<file path="src/gafm_pkg.sv">
// gafm_pkg: constants for the general purpose pin multiplexer
// assumes: one 250 MHz clock, pins indexed 0..11 with 8..10 unbonded
package gafm_pkg;
  localparam int PIN_W = 12;
  localparam logic [11:0] PIN_PRESENT = 12'h8FF;
  localparam logic [11:0] ALT_CAPABLE = 12'h097;
  localparam int PIN_DS_A_RST = 0;
  localparam int PIN_DS_B_RST = 1;
  localparam int PIN_EXP_IRQ0 = 2;
  localparam int PIN_EXP_IRQ2 = 4;
  localparam int PIN_GEN_EVENT = 7;
  localparam logic [11:0] RST_DIR = 12'h000;
  localparam logic [11:0] RST_ALT = 12'h000;
  localparam logic [11:0] RST_OUT = 12'h000;
  localparam logic [11:0] RST_IN = 12'h000;
  typedef enum logic [1:0] {
    GAFM_HP_IDLE,
    GAFM_HP_REQ,
    GAFM_HP_WAIT
  } gafm_hp_state_t;
endpackage : gafm_pkg

</file>
<file path="src/gafm_mux.sv">
// gafm_mux: general purpose pin multiplexer with alternate functions
// assumes: synchronous pin inputs, hot-plug reads done by an external master engine
//
// Contract
// RULE_01: pins 0-7 and 11 offer software bit I/O instead of alternate function.
// RULE_02: names ending _n are asserted low; all others asserted high.
// RULE_03: pin 0 alternate drives active-low reset of downstream port A.
// RULE_04: pin 1 alternate drives active-low reset of downstream port B.
// RULE_05: pin 2 alternate receives active-low interrupt from expander 0.
// RULE_06: pin 4 alternate receives active-low interrupt from expander 2.
// RULE_07: pin 7 alternate drives active-low general event output.
// RULE_08: each pin independently set as input or output by software.
// RULE_09: alternate select comes from software, slave bus or eeprom load.
// RULE_10: expander interrupt triggers a read of all hot-plug inputs.
// RULE_11: pins 3,5,6,11 have no alternate; select ignored there.
`timescale 1ns/100ps
module gafm_mux (
  input wire logic I_MCLK,
  input wire logic I_RST_N,
  input wire logic [11:0] I_SW_DIR,
  input wire logic [11:0] I_SW_OUT,
  input wire logic [11:0] I_SW_ALT,
  input wire logic I_SW_ALT_WE,
  input wire logic [11:0] I_SMB_ALT,
  input wire logic I_SMB_ALT_WE,
  input wire logic [11:0] I_EE_ALT,
  input wire logic I_EE_ALT_WE,
  input wire logic I_DS_A_RESET,
  input wire logic I_DS_B_RESET,
  input wire logic I_GENERAL_EVENT,
  input wire logic I_HP_READ_DONE,
  input wire logic [11:0] I_PIN_IN,
  output logic [11:0] O_PIN_OUT,
  output logic [11:0] O_PIN_OE,
  output logic [11:0] O_GPIO_IN,
  output logic [11:0] O_ALT_SEL,
  output logic O_EXPANDER_IRQ0,
  output logic O_EXPANDER_IRQ2,
  output logic O_HP_READ_REQ
);
  logic [11:0] alt_r;
  logic [11:0] alt_nxt;
  logic [11:0] alt_eff;
  logic [11:0] alt_drv;
  logic [11:0] alt_oe;
  logic [11:0] gp_oe;
  logic [11:0] pin_out_nxt;
  logic [11:0] pin_oe_nxt;
  logic irq_any;
  logic irq_prev_r;
  logic irq_edge;
  gafm_pkg::gafm_hp_state_t hp_r;
  gafm_pkg::gafm_hp_state_t hp_nxt;

  logic irq0_now;
  logic irq2_now;
  logic [11:0] gpio_in_nxt;

  // an expander line counts only while its pin is switched over and held low
  function automatic logic irq_seen(input logic sel, input logic level_n);
    irq_seen = sel & ~level_n; // RULE_02
  endfunction : irq_seen

  // eeprom load wins over the slave bus, which wins over software
  assign alt_nxt = I_EE_ALT_WE ? I_EE_ALT :
                   I_SMB_ALT_WE ? I_SMB_ALT :
                   I_SW_ALT_WE ? I_SW_ALT : alt_r; // RULE_09
  assign alt_eff = alt_r & gafm_pkg::ALT_CAPABLE; // RULE_11

  a_alt_load: assert property ( // RULE_09
    @(posedge I_MCLK) disable iff (!I_RST_N)
    I_EE_ALT_WE |=> alt_r == $past(I_EE_ALT)
  ) else $error("eeprom alternate load lost");

  a_alt_slave: assert property ( // RULE_09
    @(posedge I_MCLK) disable iff (!I_RST_N)
    (I_SMB_ALT_WE && !I_EE_ALT_WE) |=> alt_r == $past(I_SMB_ALT)
  ) else $error("slave bus alternate load lost");

  a_alt_soft: assert property ( // RULE_09
    @(posedge I_MCLK) disable iff (!I_RST_N)
    (I_SW_ALT_WE && !I_SMB_ALT_WE && !I_EE_ALT_WE) |=> alt_r == $past(I_SW_ALT)
  ) else $error("software alternate load lost");

  a_alt_hold: assert property ( // RULE_09
    @(posedge I_MCLK) disable iff (!I_RST_N)
    !(I_SW_ALT_WE || I_SMB_ALT_WE || I_EE_ALT_WE) |=> $stable(alt_r)
  ) else $error("alternate select changed without a write");

  a_no_alt_pins: assert property ( // RULE_11
    @(posedge I_MCLK) disable iff (!I_RST_N)
    (O_ALT_SEL & ~gafm_pkg::ALT_CAPABLE) == 12'h000
  ) else $error("alternate on pin without one");

  always_comb begin
    alt_drv = 12'h000;
    alt_oe = 12'h000;
    alt_drv[gafm_pkg::PIN_DS_A_RST] = ~I_DS_A_RESET; // RULE_03
    alt_oe[gafm_pkg::PIN_DS_A_RST] = 1'h1; // RULE_03
    alt_drv[gafm_pkg::PIN_DS_B_RST] = ~I_DS_B_RESET; // RULE_04
    alt_oe[gafm_pkg::PIN_DS_B_RST] = 1'h1; // RULE_04
    alt_drv[gafm_pkg::PIN_GEN_EVENT] = ~I_GENERAL_EVENT; // RULE_07 RULE_02
    alt_oe[gafm_pkg::PIN_GEN_EVENT] = 1'h1; // RULE_07
  end

  assign gp_oe = I_SW_DIR & ~alt_eff & gafm_pkg::PIN_PRESENT; // RULE_08 RULE_01
  assign pin_out_nxt = ((alt_eff & alt_drv) | (~alt_eff & I_SW_OUT)) & gafm_pkg::PIN_PRESENT;
  assign pin_oe_nxt = (alt_eff & alt_oe) | gp_oe;
  assign gpio_in_nxt = I_PIN_IN & ~alt_eff & gafm_pkg::PIN_PRESENT; // RULE_01

  a_reset_a_drive: assert property ( // RULE_03
    @(posedge I_MCLK) disable iff (!I_RST_N)
    alt_eff[0] |=> O_PIN_OE[0] && (O_PIN_OUT[0] == !$past(I_DS_A_RESET))
  ) else $error("pin 0 alternate reset wrong");

  a_reset_b_drive: assert property ( // RULE_04
    @(posedge I_MCLK) disable iff (!I_RST_N)
    alt_eff[1] |=> O_PIN_OE[1] && (O_PIN_OUT[1] == !$past(I_DS_B_RESET))
  ) else $error("pin 1 alternate reset wrong");

  a_event_drive: assert property ( // RULE_07
    @(posedge I_MCLK) disable iff (!I_RST_N)
    (alt_eff[7] && I_GENERAL_EVENT) |=> O_PIN_OE[7] && !O_PIN_OUT[7]
  ) else $error("general event not driven low");

  a_event_idle: assert property ( // RULE_02
    @(posedge I_MCLK) disable iff (!I_RST_N)
    (alt_eff[7] && !I_GENERAL_EVENT) |=> O_PIN_OE[7] && O_PIN_OUT[7]
  ) else $error("idle general event not driven high");

  a_gp_direction: assert property ( // RULE_08
    @(posedge I_MCLK) disable iff (!I_RST_N)
    (!alt_eff[3] && !alt_eff[5]) |=> (O_PIN_OE[3] == $past(I_SW_DIR[3]))
      && (O_PIN_OE[5] == $past(I_SW_DIR[5]))
  ) else $error("gpio direction not followed");

  a_gp_output: assert property ( // RULE_01
    @(posedge I_MCLK) disable iff (!I_RST_N)
    !alt_eff[11] |=> O_PIN_OUT[11] == $past(I_SW_OUT[11])
  ) else $error("gpio 11 output wrong");

  a_no_alt_effect: assert property ( // RULE_11
    @(posedge I_MCLK) disable iff (!I_RST_N)
    alt_r[3] |=> (O_PIN_OE[3] == $past(I_SW_DIR[3]))
      && (O_PIN_OUT[3] == $past(I_SW_OUT[3]))
  ) else $error("select on pin 3 changed its gpio use");

  a_gpio_input: assert property ( // RULE_01
    @(posedge I_MCLK) disable iff (!I_RST_N)
    !alt_eff[6] |=> O_GPIO_IN[6] == $past(I_PIN_IN[6])
  ) else $error("gpio 6 input wrong");

  a_absent_pins: assert property ( // RULE_01
    @(posedge I_MCLK) disable iff (!I_RST_N)
    (O_PIN_OE[10:8] == 3'h0) && (O_PIN_OUT[10:8] == 3'h0) && (O_GPIO_IN[10:8] == 3'h0)
  ) else $error("unbonded pin shows activity");

  // inputs on pins 2 and 4 are active low
  assign irq0_now = irq_seen(alt_eff[gafm_pkg::PIN_EXP_IRQ0],
                             I_PIN_IN[gafm_pkg::PIN_EXP_IRQ0]); // RULE_05
  assign irq2_now = irq_seen(alt_eff[gafm_pkg::PIN_EXP_IRQ2],
                             I_PIN_IN[gafm_pkg::PIN_EXP_IRQ2]); // RULE_06
  assign irq_any = irq0_now | irq2_now;
  assign irq_edge = irq_any & ~irq_prev_r; // RULE_10

  a_irq0_input: assert property ( // RULE_05
    @(posedge I_MCLK) disable iff (!I_RST_N)
    (alt_eff[2] && !I_PIN_IN[2]) |=> O_EXPANDER_IRQ0 && !O_PIN_OE[2]
  ) else $error("expander irq0 missed");

  a_irq2_input: assert property ( // RULE_06
    @(posedge I_MCLK) disable iff (!I_RST_N)
    (alt_eff[4] && !I_PIN_IN[4]) |=> O_EXPANDER_IRQ2 && !O_PIN_OE[4]
  ) else $error("expander irq2 missed");

  a_irq0_release: assert property ( // RULE_05
    @(posedge I_MCLK) disable iff (!I_RST_N)
    !irq0_now |=> !O_EXPANDER_IRQ0
  ) else $error("expander irq0 held without cause");

  a_irq2_release: assert property ( // RULE_06
    @(posedge I_MCLK) disable iff (!I_RST_N)
    !irq2_now |=> !O_EXPANDER_IRQ2
  ) else $error("expander irq2 held without cause");

  always_comb begin
    hp_nxt = hp_r;
    case (hp_r)
      gafm_pkg::GAFM_HP_IDLE: if (irq_edge) hp_nxt = gafm_pkg::GAFM_HP_REQ; // RULE_10
      gafm_pkg::GAFM_HP_REQ: hp_nxt = gafm_pkg::GAFM_HP_WAIT;
      gafm_pkg::GAFM_HP_WAIT: if (I_HP_READ_DONE) hp_nxt = gafm_pkg::GAFM_HP_IDLE;
      default: hp_nxt = gafm_pkg::GAFM_HP_IDLE;
    endcase
  end

  always_ff @(posedge I_MCLK) begin
    if (!I_RST_N) begin
      alt_r <= gafm_pkg::RST_ALT;
      O_PIN_OUT <= gafm_pkg::RST_OUT;
      O_PIN_OE <= gafm_pkg::RST_DIR;
      O_GPIO_IN <= gafm_pkg::RST_IN;
      O_ALT_SEL <= gafm_pkg::RST_ALT;
      O_EXPANDER_IRQ0 <= 1'h0;
      O_EXPANDER_IRQ2 <= 1'h0;
      O_HP_READ_REQ <= 1'h0;
      irq_prev_r <= 1'h0;
      hp_r <= gafm_pkg::GAFM_HP_IDLE;
    end else begin
      alt_r <= alt_nxt;
      O_ALT_SEL <= alt_eff;
      O_PIN_OUT <= pin_out_nxt;
      O_PIN_OE <= pin_oe_nxt;
      O_GPIO_IN <= gpio_in_nxt; // RULE_01
      O_EXPANDER_IRQ0 <= irq0_now; // RULE_05
      O_EXPANDER_IRQ2 <= irq2_now; // RULE_06
      O_HP_READ_REQ <= (hp_nxt == gafm_pkg::GAFM_HP_REQ); // RULE_10
      irq_prev_r <= irq_any;
      hp_r <= hp_nxt;
    end
  end

  a_hp_request: assert property ( // RULE_10
    @(posedge I_MCLK) disable iff (!I_RST_N)
    (irq_edge && hp_r == gafm_pkg::GAFM_HP_IDLE) |=> O_HP_READ_REQ ##1 !O_HP_READ_REQ
  ) else $error("hot-plug read not requested");

  a_hp_single: assert property ( // RULE_10
    @(posedge I_MCLK) disable iff (!I_RST_N)
    (hp_r == gafm_pkg::GAFM_HP_WAIT) |=> !O_HP_READ_REQ
  ) else $error("hot-plug read requested while one is open");

  a_hp_done: assert property ( // RULE_10
    @(posedge I_MCLK) disable iff (!I_RST_N)
    (hp_r == gafm_pkg::GAFM_HP_WAIT && I_HP_READ_DONE) |=> hp_r == gafm_pkg::GAFM_HP_IDLE
  ) else $error("hot-plug read end not taken");
endmodule : gafm_mux

</file>
<file path="config.mk">
export PLATFORM = sky130hd
export DESIGN_NAME = gafm_mux
export DESIGN_NICKNAME = d
export VERILOG_FILES = /design/src/gafm_pkg.sv /design/src/gafm_mux.sv
export SDC_FILE = /design/constraint.sdc
export NUM_CORES = 1
export LEC_CHECK = 0
export ABC_AREA = 1
export CAP_MARGIN = 20
export CORE_AREA = 4 4 72 74
export DETAILED_ROUTE_END_ITERATION = 10
export DIE_AREA = 0 0 76 78
export DONT_BUFFER_PORTS = 1
export GPL_TIMING_DRIVEN = 1
export PLACE_DENSITY = 0.56
export SYNTH_ARGS = -nofsm -noshare
export SYNTH_HDL_FRONTEND = slang
export SYNTH_SLANG_ARGS = --single-unit
</file>
<file path="constraint.sdc">
create_clock -name I_MCLK -period 0.8 [get_ports I_MCLK]
set_input_delay 0.04 -clock I_MCLK [delete_from_list [all_inputs] [get_ports I_MCLK]]
set_output_delay 0.04 -clock I_MCLK [all_outputs]
set_load 0.005 [all_outputs]
</file>
-- Word-level counts from Yosys, hierarchy flattened
Index checks and enable logic that the tools add are counted.
- equality and inequality tests: 3
- muxes and demuxes: 6
- bitwise logic cells: 17
- reduce and logical (&&, ||, !) cells: 2
- operator list (kind ; count):
    $and A12 B12 Y12 ; 3
    $mux W8 ; 3
    $or A8 B12 Y12 ; 2
    $not A8 Y12 ; 1
    $and A8 B8 Y8 ; 1
    $not A1 Y1 ; 6
    $pmux W2 S3 ; 1
    $eq A2 B1 Y1 const B ; 2
    $mux W2 ; 2
    $and A1 B1 Y1 ; 3
    $reduce_bool A3 Y1 ; 1
    $eq A2 B2 Y1 const B ; 1
    $logic_not A2 Y1 ; 1
    $or A1 B1 Y1 ; 1
- register bits after elaboration: 62
- input bits: 81
- output and inout port bits: 51
- logic and storage cells: 41

-- Longest topological paths before layout
- depth after elaboration: 7
- mapped depth: 5
- mapped depth without buffers: 5

-- Worst setup path after synthesis
OpenSTA, ideal clock, no wires.
- kind: register -> register
- from: reg alt_r[4]
- to: reg O_HP_READ_REQ
- library setup time: 70 ps
- arrival time: 657 ps
- data required time: 730 ps
- path slack: 73 ps
- cell stages (with the launch flop): 5
- path buffers: 0
- cells stage by stage: dfxtp_1 -> nand2_1 -> inv_2 -> nand2_1 -> a21oi_1
- word-level cells in the longest chain between the ends: 6
- ends and longest elaborated chain (what ; RTL line ; source):
    start: declaration ; gafm_mux.sv:41 ; logic [11:0] alt_r;
    start signal: assignment ; gafm_mux.sv:198 ; alt_r <= gafm_pkg::RST_ALT;
    start signal: assignment ; gafm_mux.sv:209 ; alt_r <= alt_nxt;
    $and A1 B1 Y1 ; gafm_mux.sv:61 ; irq_seen = sel & ~level_n;
    $or A1 B1 Y1 ; gafm_mux.sv:163 ; assign irq_any = irq0_now | irq2_now;
    $and A1 B1 Y1 ; gafm_mux.sv:164 ; assign irq_edge = irq_any & ~irq_prev_r;
    $mux W2 ; gafm_mux.sv:189 ; gafm_pkg::GAFM_HP_IDLE: if (irq_edge) hp_nxt = gafm_pkg::GAFM_HP_REQ;
    $pmux W2 S3 ; gafm_mux.sv:188 ; case (hp_r)
    $eq A2 B1 Y1 ; gafm_mux.sv:216 ; O_HP_READ_REQ <= (hp_nxt == gafm_pkg::GAFM_HP_REQ);
    end signal: assignment ; gafm_mux.sv:216 ;
    end: declaration ; gafm_mux.sv:39 ; output logic O_HP_READ_REQ
No other way between the ends.
A chain may end at the register's enable or synchronous reset.

-- Worst setup path in the final report
Same ends and word-level chain as after synthesis.

==> results.ini <==
[drt]
drt_iter0_drc=34
ant_nets=0
dr.pass1.iters=4
wire_per_inst_microns=11.9
num_vias=1128
via_per_inst=4.12
wl_microns=3250
drc=0

[cells_and_area]
layout.nets=301
fin_cells=274
diodes=0
layout_commonest_cell=nand2_1
mostFrequentLayoutCells=nand2_1, dfxtp_1, dlygate4sd3_1
drive_gt1_frac=0.0955
syn_to_final_growth_pct=26.1

[setup_path]
critPathArrivalTime_ps=950
startpoint_type=flip-flop
regToRegStartpoint=alt_r[4]
crit_path_top_delay_cell=dfxtp_1
path_cells=nand2_1 -> inv_2 -> nand2_2 -> a21oi_1
required_ps=1020
critPathTopFamily=flip-flops
r2r_cells=4
cpPeakStageDelay_ps=330
crit_type=flip-flop to flip-flop
reg2reg_slack_ps=70
endpoint_kind=flip-flop
cp_num_buf_inv=1
worstPathMaxFanout=4
reg2reg_to=O_HP_READ_REQ

[sta]
period_share=0.911
clock_skew_ps=3.51
tns_ps=0
rsz0062_at_grt=false
timing.fmax_ghz=1.37
final_max_slew_viol_count=0
fin_crit_ps=729
whs_ps=-144
hold_violations=32
final-setup-viol-count=0

[yosys]
synth-seq-cells=43
ys_seq_area_frac=0.563
syn_area_sq_um=1530
yosys_warnings=0
synth_cells=185
ys_types=18
syn_avg_cell_area_sq_um=8.26

[worst_hold_path]
worst_hold_path_type=primary input to flip-flop
holdPathEnd=O_PIN_OUT[3]
worstHoldStart=I_RST_N
holdPathStages=2

[die]
fp.dieH_microns=78
dieArea_sq_um=5930
start_util=0.333
io_pins=132
die_w_microns=76
coreArea_sq_um=4600
num_rows=25

[pwr]
power.density_nw_per_um2=2210
p_leak_nw=1.02
vdd_drop_max_mv=0.818

[clocking]
cts_buffer_depth=2
holdBufCountCts=30
numCtsBuffers=5
cts_setup_buffers=0
htree_levels=2
cts-root-buf=clkbuf_8
cts_tree=built
clk_latency_ps=280
cts_sinks=43
cts.reportedPaths.clkPinSlew_ps=70

[placed_design]
dp.cells=237
port_buffers=0
post-dp-hpwl_microns=2300
gp_congestion=0.615

[grt]
grt_pass1_vias=1101
grt_pass1_wl_microns=5330
track_usage=0.114
grt.overflow.total=0
grt_max_degree=32
antenna_found_initial=0

[flow_run]
cap_viol_max_count=0

[run_status]
status=complete, but fails checks
violations=negative hold slack

[metrics by stage]
stage               hold WS (ps)  cell area (sq um)  total power, mW  utilization  worst slack (ps)
floorplan                    133               1590             2.65            -              73.0
global placement             135               1510             2.63        0.328              55.3
detailed placement           137               1510             2.64        0.328              59.4
CTS                         -159               1910             4.33        0.416              34.3
global route                -169               1930             4.49        0.419              8.56
finish                      -144               1930             4.25        0.419              71.0
[timing repair]
action                                  CTS  global route
hold endpoints to repair                 39            31
endpoints found under the setup margin    0             6
resized for setup                         0             6
[how the worst max path moves through the flow]
stage | end | from | cells past startpoint | slack, ps
CTS | alt_r[4] | I_EE_ALT_WE | 4 | 30
finish | O_HP_READ_REQ | alt_r[4] | 4 | 70
floorplan | O_HP_READ_REQ | alt_r[4] | 4 | 70
detailed placement | hp_r[0] | alt_r[4] | 4 | 60
global route | hp_r[0] | alt_r[2] | 4 | 9
global placement | hp_r[0] | alt_r[4] | 4 | 60
[power by group]
part | internal [mW] | switching (mW) | total (mW)
logic | 0.188 | 0.173 | 0.361
clock network | 0.914 | 0.626 | 1.54
registers | 2.28 | 0.0740 | 2.35
total | 3.38 | 0.873 | 4.25
[cell type report]
type,instances,area [sq um]
fillers,452,2670
flip-flops and latches,43,862
multi-input cells,107,459
repair buffers,32,318
inverters,31,119
clock buffers,6,72.6
well taps,54,67.6
clock inverters,1,30.0
[synth_stat cells]
library cell	n	area (sq um)
a21oi_1	10	50.1
nor2_2	1	6.26
buf_4	16	120
o21a_1	1	7.51
nor2_1	8	30.0
o21ai_0	3	15.0
dfxtp_1	43	861
nand3_1	10	50.1
conb_1	1	3.75
inv_1	23	86.3
nand2_4	1	11.3
buf_6	2	22.5
nand2_1	54	203
inv_2	5	18.8
nor3_1	3	15.0
buf_8	1	15.0
clkinv_1	2	7.51
inv_4	1	6.26
[per-layer routing]
layer	up-vias	share of wire	track usage
li1	587	-	-
met1	456	0.41	0.127
met2	78	0.45	0.179
met3	7	0.12	0.0545
met4	0	0.025	0.0587
met5	-	0	0
[state kept, by name, summed over array words and instances, names as in the netlist]
register / flops
O_GPIO_IN: 9
O_EXPANDER_IRQ2: 1
O_ALT_SEL: 5
O_EXPANDER_IRQ0: 1
O_HP_READ_REQ: 1
O_PIN_OE: 9
alt_r: 5
O_PIN_OUT: 9
hp_r: 2
irq_prev_r: 1
[cell families (layout without fill, tap and decap cells)]
group | after synthesis | in the layout | share of synthesized area
other cells | 1 | 16 | 0.00245
flops | 43 | 43 | 0.563
compound gates | 14 | 14 | 0.0475
buf+inv | 50 | 70 | 0.181
simple gates | 77 | 77 | 0.206
Note: power is estimated with default switching activity, not from simulation.
